<file path="src/core/lsp_defines.vh">
`ifndef LSP_DEFINES_VH
`define LSP_DEFINES_VH

// ************************************************************
// Register offsets (byte addresses, one 32-bit word each)
// ************************************************************
`define LSP_ADDR_W          8
`define LSP_OFS_CFG         8'h00
`define LSP_OFS_DATA        8'h04
`define LSP_OFS_STATUS      8'h08

// ************************************************************
// Configuration register fields
// ************************************************************
`define LSP_CFG_DIR_LSB     0
`define LSP_CFG_OD_LSB      4
`define LSP_CFG_LED_LSB     8
`define LSP_CFG_RESET       11'h000

// ************************************************************
// Data register fields
// ************************************************************
`define LSP_DATA_OUT_LSB    0
`define LSP_DATA_IN_LSB     4
`define LSP_DATA_RESET      3'h0

// ************************************************************
// Status register fields
// ************************************************************
`define LSP_ST_XOVER        0
`define LSP_ST_LINK         1
`define LSP_ST_SPEED100     2
`define LSP_ST_FULLDUP      3
`define LSP_ST_ANEG         4
`define LSP_ST_BLINK_OFF    5
`define LSP_ST_BLINK_MINON  6

// ************************************************************
// Pin positions of the three shared pins
// ************************************************************
`define LSP_PIN_SPEED       0
`define LSP_PIN_LINKACT     1
`define LSP_PIN_DUPLEX      2

// ************************************************************
// Timing
// ************************************************************
`define LSP_MCLK_KHZ        200000
`define LSP_BLINK_MS        80
`define LSP_BLINK_CYCLES    (`LSP_BLINK_MS * `LSP_MCLK_KHZ)
`define LSP_STRAP_SETTLE    2'h3
`define LSP_XOVER_RESET     1'b1

`endif

</file>
<file path="src/core/lsp_sync2.v">
`timescale 1ns/1ps

// ************************************************************
// Two-stage synchroniser for pin levels
// ************************************************************
module lsp_sync2
#(
   parameter WIDTH = 1
)
(
   input  wire             mclk,
   input  wire             resetn,
   input  wire [WIDTH-1:0] asyncIn,
   output reg  [WIDTH-1:0] syncOut
);

   reg [WIDTH-1:0] stage1;

   // First stage feeds only the second stage
   always @(posedge mclk or negedge resetn)
   begin
      if (!resetn)
      begin
         stage1  <= {WIDTH{1'b0}};
         syncOut <= {WIDTH{1'b0}};
      end
      else
      begin
         stage1  <= asyncIn;
         syncOut <= stage1;
      end
   end

endmodule

</file>
<file path="src/core/lsp_status_pins.v">
// What this block does
// - Crossover strap high or floating enables auto crossover; low disables it.
// - Software sets each shared pin as input, push-pull or open-drain output.
// - A pin in LED mode is open-drain: pulled low or released, never high.
// - Speed indicator goes low while the link runs at 100 megabit.
// - Speed indicator is high in negotiation, cable unplugged, or at 10 megabit.
// - Link and activity indicator stays low while a valid link exists.
// - Activity on a valid link turns that indicator high for 80 ms.
// - After each off pulse, low for at least 80 ms before another pulse.
// - Duplex indicator is low in full duplex on a valid link, released otherwise.
`timescale 1ns/1ps
`include "lsp_defines.vh"

module lsp_status_pins
#(
   parameter integer BLINK_CYCLES = `LSP_BLINK_CYCLES,
   parameter integer CNT_W        = 24,
   parameter integer PINS         = 3
)
(
   input  wire                   mclk,
   input  wire                   resetn,
   input  wire [`LSP_ADDR_W-1:0] regAddr,
   input  wire [31:0]            regWdata,
   input  wire                   regWrite,
   input  wire                   regRead,
   output reg  [31:0]            regRdata,
   input  wire                   phyLinkUp,
   input  wire                   phySpeed100,
   input  wire                   phyFullDuplex,
   input  wire                   phyAnegBusy,
   input  wire                   phyActivity,
   input  wire                   crossover_auto_strap,
   output reg                    crossoverAutoEn,
   input  wire [PINS-1:0]        gpioPinIn,
   output reg  [PINS-1:0]        gpioPinOut,
   output reg  [PINS-1:0]        gpioPinOe
);

   // ************************************************************
   // Constants and state
   // ************************************************************
   localparam [1:0]  BLINK_IDLE  = 2'h0;
   localparam [1:0]  BLINK_OFF   = 2'h1;
   localparam [1:0]  BLINK_MINON = 2'h2;
   localparam [31:0] BLINK_LAST32 = BLINK_CYCLES - 1;
   localparam [CNT_W-1:0] BLINK_LAST = BLINK_LAST32[CNT_W-1:0];

   reg  [PINS-1:0]  cfgDir;
   reg  [PINS-1:0]  cfgOpenDrain;
   reg  [PINS-1:0]  cfgLed;
   reg  [PINS-1:0]  dataOut;
   reg  [1:0]       strapWait;
   reg              strapTaken;
   reg  [1:0]       blinkState;
   reg  [1:0]       next_blinkState;
   reg  [CNT_W-1:0] blinkCount;
   reg  [CNT_W-1:0] next_blinkCount;
   reg  [PINS-1:0]  ledLow;
   reg  [PINS-1:0]  next_pinOut;
   reg  [PINS-1:0]  next_pinOe;
   reg  [31:0]      next_rdata;
   wire [PINS-1:0]  pinSync;
   wire             strapSync;
   wire             speed100Up;
   wire             intervalDone;

   // ************************************************************
   // Pin input synchronisers
   // ************************************************************
   // Pins and strap come from the board, so two flops first
   lsp_sync2 #(.WIDTH(PINS + 1)) uSync
   (
      .mclk    (mclk),
      .resetn  (resetn),
      .asyncIn ({crossover_auto_strap, gpioPinIn}),
      .syncOut ({strapSync, pinSync})
   );

   // ************************************************************
   // Crossover strap capture
   // ************************************************************
   // Wait for the synchroniser to fill, then take the strap once.
   // Reset value is enabled, matching a floating pin with pull-up.
   always @(posedge mclk or negedge resetn)
   begin
      if (!resetn)
      begin
         strapWait       <= 2'h0;
         strapTaken      <= 1'b0;
         crossoverAutoEn <= `LSP_XOVER_RESET;
      end
      else if (!strapTaken)
      begin
         if (strapWait == `LSP_STRAP_SETTLE)
         begin
            crossoverAutoEn <= strapSync;
            strapTaken      <= 1'b1;
         end
         else
         begin
            strapWait <= strapWait + 2'h1;
         end
      end
   end

   // ************************************************************
   // Register writes
   // ************************************************************
   // Only the low bits of each field are kept; upper bits ignored
   always @(posedge mclk or negedge resetn)
   begin
      if (!resetn)
      begin
         cfgDir       <= {PINS{1'b0}};
         cfgOpenDrain <= {PINS{1'b0}};
         cfgLed       <= {PINS{1'b0}};
         dataOut      <= {PINS{1'b0}};
      end
      else if (regWrite)
      begin
         if (regAddr == `LSP_OFS_CFG)
         begin
            cfgDir       <= regWdata[`LSP_CFG_DIR_LSB +: PINS];
            cfgOpenDrain <= regWdata[`LSP_CFG_OD_LSB +: PINS];
            cfgLed       <= regWdata[`LSP_CFG_LED_LSB +: PINS];
         end
         else if (regAddr == `LSP_OFS_DATA)
         begin
            dataOut <= regWdata[`LSP_DATA_OUT_LSB +: PINS];
         end
      end
   end

   // ************************************************************
   // Activity blink timer
   // ************************************************************
   assign intervalDone = (blinkCount == BLINK_LAST);

   // Next state of the blink sequencer
   always @*
   begin
      next_blinkState = blinkState;
      next_blinkCount = blinkCount;
      case (blinkState)
         BLINK_IDLE:
         begin
            next_blinkCount = {CNT_W{1'b0}};
            if (phyLinkUp && phyActivity)
            begin
               next_blinkState = BLINK_OFF;
            end
         end
         BLINK_OFF:
         begin
            if (intervalDone)
            begin
               next_blinkState = BLINK_MINON;
               next_blinkCount = {CNT_W{1'b0}};
            end
            else
            begin
               next_blinkCount = blinkCount + 1'b1;
            end
         end
         BLINK_MINON:
         begin
            if (intervalDone)
            begin
               next_blinkState = BLINK_IDLE;
               next_blinkCount = {CNT_W{1'b0}};
            end
            else
            begin
               next_blinkCount = blinkCount + 1'b1;
            end
         end
         default:
         begin
            next_blinkState = BLINK_IDLE;
            next_blinkCount = {CNT_W{1'b0}};
         end
      endcase
      // Losing the link abandons any interval at once
      if (!phyLinkUp)
      begin
         next_blinkState = BLINK_IDLE;
         next_blinkCount = {CNT_W{1'b0}};
      end
   end

   // Blink sequencer registers
   always @(posedge mclk or negedge resetn)
   begin
      if (!resetn)
      begin
         blinkState <= BLINK_IDLE;
         blinkCount <= {CNT_W{1'b0}};
      end
      else
      begin
         blinkState <= next_blinkState;
         blinkCount <= next_blinkCount;
      end
   end

   // ************************************************************
   // Indicator levels (1 means pull the pin low)
   // ************************************************************
   assign speed100Up = phyLinkUp && phySpeed100 && !phyAnegBusy;

   always @*
   begin
      ledLow[`LSP_PIN_SPEED] = speed100Up;
      ledLow[`LSP_PIN_LINKACT] = phyLinkUp && (blinkState != BLINK_OFF);
      ledLow[`LSP_PIN_DUPLEX] = phyLinkUp && phyFullDuplex;
   end

   // ************************************************************
   // Pin drivers
   // ************************************************************
   // LED mode overrides the general I/O settings of that pin
   always @*
   begin : pinDrive
      integer i;
      i           = 0;
      next_pinOut = {PINS{1'b0}};
      next_pinOe  = {PINS{1'b0}};
      for (i = 0; i < PINS; i = i + 1)
      begin
         if (cfgLed[i])
         begin
            next_pinOut[i] = 1'b0;
            next_pinOe[i]  = ledLow[i];
         end
         else if (cfgDir[i] && cfgOpenDrain[i])
         begin
            next_pinOut[i] = 1'b0;
            next_pinOe[i]  = !dataOut[i];
         end
         else if (cfgDir[i])
         begin
            next_pinOut[i] = dataOut[i];
            next_pinOe[i]  = 1'b1;
         end
      end
   end

   // Pin outputs leave straight from flops
   always @(posedge mclk or negedge resetn)
   begin
      if (!resetn)
      begin
         gpioPinOut <= {PINS{1'b0}};
         gpioPinOe  <= {PINS{1'b0}};
      end
      else
      begin
         gpioPinOut <= next_pinOut;
         gpioPinOe  <= next_pinOe;
      end
   end

   // ************************************************************
   // Register reads
   // ************************************************************
   // Read data shows for one cycle only; idle and unmapped read zero
   always @*
   begin
      next_rdata = 32'h0000_0000;
      if (regRead)
      begin
         case (regAddr)
            `LSP_OFS_CFG:
            begin
               next_rdata[`LSP_CFG_DIR_LSB +: PINS] = cfgDir;
               next_rdata[`LSP_CFG_OD_LSB +: PINS]  = cfgOpenDrain;
               next_rdata[`LSP_CFG_LED_LSB +: PINS] = cfgLed;
            end
            `LSP_OFS_DATA:
            begin
               next_rdata[`LSP_DATA_OUT_LSB +: PINS] = dataOut;
               next_rdata[`LSP_DATA_IN_LSB +: PINS]  = pinSync;
            end
            `LSP_OFS_STATUS:
            begin
               next_rdata[`LSP_ST_XOVER]       = crossoverAutoEn;
               next_rdata[`LSP_ST_LINK]        = phyLinkUp;
               next_rdata[`LSP_ST_SPEED100]    = phySpeed100;
               next_rdata[`LSP_ST_FULLDUP]     = phyFullDuplex;
               next_rdata[`LSP_ST_ANEG]        = phyAnegBusy;
               next_rdata[`LSP_ST_BLINK_OFF]   = (blinkState == BLINK_OFF);
               next_rdata[`LSP_ST_BLINK_MINON] = (blinkState == BLINK_MINON);
            end
            default:
            begin
               next_rdata = 32'h0000_0000;
            end
         endcase
      end
   end

   // Read data register
   always @(posedge mclk or negedge resetn)
   begin
      if (!resetn)
      begin
         regRdata <= 32'h0000_0000;
      end
      else
      begin
         regRdata <= next_rdata;
      end
   end

endmodule

</file>
<file path="config.mk">
export PLATFORM = sky130hd
export DESIGN_NAME = lsp_status_pins
export DESIGN_NICKNAME = d
export VERILOG_FILES = /design/src/core/lsp_sync2.v /design/src/core/lsp_status_pins.v
export VERILOG_INCLUDE_DIRS = /design/src /design/src/core
export SDC_FILE = /design/constraint.sdc
export NUM_CORES = 1
export LEC_CHECK = 0
export BUFFER_PORTS_ARGS = -buffer_cell sky130_fd_sc_hd__buf_2
export CAP_MARGIN = 20
export CELL_PAD_IN_SITES_DETAIL_PLACEMENT = 0
export CELL_PAD_IN_SITES_GLOBAL_PLACEMENT = 1
export CORE_AREA = 5 5 78 152
export CTS_BUF_LIST = sky130_fd_sc_hd__clkbuf_4
export CTS_CLUSTER_DIAMETER = 50
export DETAILED_ROUTE_END_ITERATION = 6
export DIE_AREA = 0 0 83 157
export PLACE_DENSITY_LB_ADDON = 0.1
export REMOVE_ABC_BUFFERS = 1
export SETUP_SLACK_MARGIN = 0.5
export SYNTH_ARGS = -nofsm -noshare
export SYNTH_HDL_FRONTEND = slang
export SYNTH_HIERARCHICAL = 1
export SYNTH_SLANG_ARGS = --single-unit
export TNS_END_PERCENT = 5
</file>
<file path="constraint.sdc">
create_clock -name mclk -period 5.25 [get_ports mclk]
set_input_delay 0.7875 -clock mclk [delete_from_list [all_inputs] [get_ports mclk]]
set_output_delay 0.7875 -clock mclk [all_outputs]
set_load 0.05 [all_outputs]
</file>
## Word level (Yosys, flattened, before mapping)

Cells that the tools add are included.

- Register bits after elaboration: 88
- Bits of input ports: 53

- Add/subtract/negate cells: 2
- Equal/unequal tests: 10
- Multiplexer cells: 33
- Bitwise operators: 3
- Reductions and logical operators: 20

Operators by type and width:

| operator | count |
|---|---|
| $mux W24 | 3 |
| $add A24 B1 Y24 const B | 1 |
| $eq A24 B24 Y1 const B | 1 |
| $mux W1 | 21 |
| $pmux W3 S3 | 2 |
| $mux W11 | 1 |
| $ne A3 B3 Y1 const B | 3 |
| $eq A8 B3 Y1 const B | 1 |
| $eq A8 B4 Y1 const B | 1 |
| $logic_and A1 B1 Y1 | 8 |
| $logic_not A8 Y1 | 1 |
| $mux W2 | 4 |
| $pmux W2 S3 | 1 |
| $reduce_and A2 Y1 | 3 |
| $reduce_and A3 Y1 | 2 |
| $eq A2 B2 Y1 const B | 2 |
| $logic_not A1 Y1 | 4 |
| $mux W3 | 1 |
| $not A1 Y1 | 3 |
| $add A2 B1 Y2 const B | 1 |
| $eq A2 B1 Y1 const B | 1 |
| $logic_not A2 Y1 | 1 |
| $ne A2 B1 Y1 const B | 1 |
| $reduce_or A2 Y1 | 1 |

## Logic depth before layout (Yosys ltp)

- Word-level depth: 4
- Mapped depth: 6

## By module

Netlist, hierarchy kept.

By module, submodules not included:

| module | instances | cells each | area an instance (um^2) | sequential area each (um^2) |
|---|---|---|---|---|
| lsp_status_pins | 1 | 282 | 2,889.0 | 1,452.6 |
| lsp_sync2 | 1 | 8 | 200.2 | 200.2 |

## Worst setup path after synthesis

Ideal clock, no wire load.

- Path kind: input port to flip-flop
- Start: in regAddr[5]
- End: reg cfgDir[0]
- Library setup time: 0.125 ns
- Data arrival time: 2.064 ns
- Required time: 5.125 ns
- Slack: 3.061 ns
- Cell stages on the path: 4
- Path buffers: 0
- Path through: or4_1 -> nor3_2 -> nand3_2 -> mux2_2

- Longest elaborated chain between the ends: 2

RTL lines:

| element | RTL line | source |
|---|---|---|
| start, declared | lsp_status_pins.v:23 | `` input wire [`LSP_ADDR_W-1:0] regAddr, `` |
| $logic_not A8 Y1 | n/a |  |
| $reduce_and A2 Y1 (no source line) | n/a |  |
| end signal, assigned | lsp_status_pins.v:115 | `cfgDir <= {PINS{1'b0}};` |
| end signal, assigned | lsp_status_pins.v:124 | `` cfgDir <= regWdata[`LSP_CFG_DIR_LSB +: PINS]; `` |
| end, declared | lsp_status_pins.v:49 | `reg [PINS-1:0] cfgDir;` |

Every way passes these cells.
A chain may end at the register's enable or synchronous reset.

## Worst setup path after layout

- Start: reg blinkCount[0]
- End: reg blinkCount[6]

- Longest elaborated chain between the ends: 4
- Elaborated cells between the ends (all ways): 5

RTL lines:

| element | RTL line | source |
|---|---|---|
| start, declared | lsp_status_pins.v:57 | `reg [CNT_W-1:0] blinkCount;` |
| start signal, assigned | lsp_status_pins.v:198 | `blinkCount <= {CNT_W{1'b0}};` |
| start signal, assigned | lsp_status_pins.v:203 | `blinkCount <= next_blinkCount;` |
| $add A24 B1 Y24 or $eq A24 B24 Y1 (tied branches) | lsp_status_pins.v:163, lsp_status_pins.v:175, lsp_status_pins.v:138 |  |
| $mux W24 * | lsp_status_pins.v:156, lsp_status_pins.v:168 |  |
| $mux W24 * | n/a |  |
| $mux W24 * | lsp_status_pins.v:185 | `if (!phyLinkUp)` |
| net next_blinkCount[6] | lsp_status_pins.v:58 | `reg [CNT_W-1:0] next_blinkCount;` |

Mark *: on every way through the listed nets, which the timed path passes. The rest lies on a longest branch.

==> results.py <==
metrics = {
    "yosys": {
        "yosys.area.top_type": "dfrtp_1",
        "synth_edf_count": 0,
        "netlist_top_cells_area": "dfrtp_1, buf_4, mux2_2",
        "ys_ff_latch": 66,
        "netlist.area_leader.share": 0.527,
        "netlist_area_um2": 3090,
        "synth-main-ff-cell": "dfrtp_1",
        "async_reset_ff_frac": 1.00,
        "ys_seq_area_frac": 0.535,
        "ys_types": 39,
        "syn_area_per_cell_um2": 10.7,
        "synth_cells": 290,
        "yosysWarnings": 6,
    },
    "finish": {
        "nFillCells": 1146,
        "final_cells": 484,
        "final_cell_mix": "dfrtp_1, buf_2, nor2_1",
        "drive_gt1_frac": 0.237,
        "syn2layout_area_growth_pct": 14.9,
        "seqCellArea_um2": 1650,
        "fin_nets": 400,
        "final_util": 0.339,
        "multi_input_area_um2": 1290,
        "final_common_cell": "dfrtp_1",
    },
    "clock_tree": {
        "clk_pin_slew_worst_paths_ps": 120,
        "numCtsBuffers": 9,
        "cts.sinks": 66,
        "cts_max_path_buffers": 2,
        "post_cts_resized": 0,
        "post_cts_buffers": 0,
        "tritoncts": "built",
        "cts_root_buf": "clkbuf_4",
        "cts_max_level": 3,
        "cts_hold_buf": 0,
        "clkLatencyLatePin_ps": 410,
    },
    "placement": {
        "dp_slack_ps": 2730,
        "place_hpwl_um": 5400,
        "dp_cells": 467,
        "place_congestion": 0.729,
        "io_buffers": 46,
    },
    "worst_setup_path": {
        "setup.worst_path.class": "register to register",
        "ff2ff_setup_slack_ps": 2930,
        "worstPathArrival_ps": 2620,
        "path_max_fanout": 23,
        "cp.required_ps": 5550,
        "cp-end-kind": "register",
        "cp-start-kind": "register",
    },
    "sta": {
        "setup_violations": 0,
        "period_share": 0.442,
        "layout_min_cycle_time_ps": 2320,
        "fin_setup_tns_ps": 0,
        "skew_ps": 10.4,
        "timing.hold.ws_ps": 363,
        "worstMarginPinSlew_ps": 880,
        "finalHoldViolCount": 0,
        "max_freq_ghz": 0.431,
        "rsz0062_at_grt": "false",
        "max_slew_margin": 0.413,
        "slew_violations": 0,
        "fin_ws_ps": 2930,
    },
    "floorplanning": {
        "dieArea_um2": 13000,
        "die_w_um": 83,
        "start_util": 0.295,
        "std_cell_rows": 53,
        "core_region_area_um2": 10500,
        "ios": 92,
        "die_h_um": 157,
    },
    "global_routing": {
        "met1_usage": 0.102,
        "use_met2": 0.238,
        "grt-ovfl-total": 0,
        "grt_usage": 0.117,
        "top_usage_layer": "met2",
        "grt_pass1_wl_um": 11700,
        "grt_max_degree": 38,
        "use_met3": 0.0283,
        "grt_pass1_vias": 2367,
        "antenna_found_initial": 1,
    },
    "outcome": {
        "status": "finished, final reports clean",
    },
    "power": {
        "ir_drop_v": 0.000122,
        "power_density_nw_per_um2": 313,
        "power_leakage_nw": 1.56,
    },
    "routing": {
        "drc": 0,
        "via_per_inst": 4.57,
        "dr.pass1.iters": 4,
        "via_count": 2210,
        "drt_wl_total_um": 7170,
        "drtAntennaViolNets": 0,
        "routedWlPerCell_um": 14.8,
        "drt_iter0_drc": 69,
    },
    "worst_hold_path": {
        "hp-class": "register to register",
    },
    "job": {
        "cap_violations": 0,
    },
}
-- power by group --
group	leakage, nW	internal [W]	switching (W)
Sequential	0.880	0.000528	0.0000163
Clock	0.0800	0.000192	0.000195
Combinational	0.599	0.0000495	0.000131
Total	1.56	0.000769	0.000343
-- stage by stage --
| stage | instance area, um^2 | power [W] |
|---|---|---|
| after floorplan | 2970 | 0.000671 |
| after global placement | 3390 | 0.000737 |
| after detailed placement | 3390 | 0.000739 |
| after CTS | 3550 | 0.00114 |
| after global routing | 3550 | 0.00118 |
| final | 3550 | 0.00111 |
-- worst max-delay path: stages, from the launching register on --
cell	delay (ps)
dfrtp_1	400
ha_1	230
nand4_1	260
or3_1	650
o211ai_1	260
buf_4	310
nor2_1	80
-- Yosys cell counts (3+ instances only) --
| master | n |
|---|---|
| dfrtp_1 | 65 |
| nor2_1 | 35 |
| buf_4 | 22 |
| nand2_1 | 22 |
| a21oi_1 | 16 |
| mux2_2 | 14 |
| nand3_1 | 10 |
| or3_1 | 9 |
| xnor2_1 | 9 |
| o21ai_0 | 8 |
| inv_1 | 7 |
| mux2i_1 | 7 |
| ha_1 | 6 |
| or4_1 | 5 |
| buf_2 | 4 |
| nor3_1 | 4 |
| nor4_1 | 4 |
| o31ai_1 | 4 |
| and3_1 | 3 |
| and4_1 | 3 |
| clkbuf_1 | 3 |
| nand4_1 | 3 |
| nand4b_1 | 3 |
| o211ai_1 | 3 |
| xor2_1 | 3 |
-- kinds of logic (layout without fill, tap and decap cells) --
family | count (synthesis) | after routing | synth area share
AO/OA/AOI/OAI | 36 | 36 | 0.0693
XOR/XNOR | 12 | 12 | 0.0340
adder cells (fa/ha/maj) | 6 | 6 | 0.0243
buffers and inverters | 36 | 71 | 0.0721
flip-flops | 66 | 66 | 0.535
multiplexers | 21 | 21 | 0.0737
other | 1 | 23 | 0.00121
AND/OR/NAND/NOR | 112 | 112 | 0.190
-- cell type report --
type                    instances  area share
well taps                     137      0.0483
flip-flops and latches         66       0.465
inverters                       7     0.00740
clock inverters                 7      0.0261
multi-input cells             209       0.364
diodes                          1    0.000705
clock buffers                   9      0.0190
repair buffers                 48      0.0691
-- worst paths after layout --
check	from	endpoint	cells past startpoint
max	blinkCount[0]	blinkCount[6]	6
min	uSync/stage1[0]	uSync/syncOut[0]	0
max reg2reg	blinkCount[0]	blinkCount[6]	6
min reg2reg	uSync/stage1[0]	uSync/syncOut[0]	0
max in group asynchronous	resetn	crossoverAutoEn	2
min in group asynchronous	resetn	gpioPinOut[2]	1
-- state kept, by name, summed over array words and instances, names as in the netlist --
signal           count
blinkCount          24
regRdata            10
uSync/stage1         4
uSync/syncOut        4
cfgDir               3
cfgLed               3
cfgOpenDrain         3
dataOut              3
gpioPinOe            3
gpioPinOut           3
blinkState           2
strapWait            2
crossoverAutoEn      1
strapTaken           1
-- routing by layer --
layer,share of wire,vias up
met5,0,-
met4,0.021,0
met3,0.045,14
met2,0.61,52
met1,0.33,1065
li1,-,1079
No activity file was read; power rests on OpenSTA's default activity.
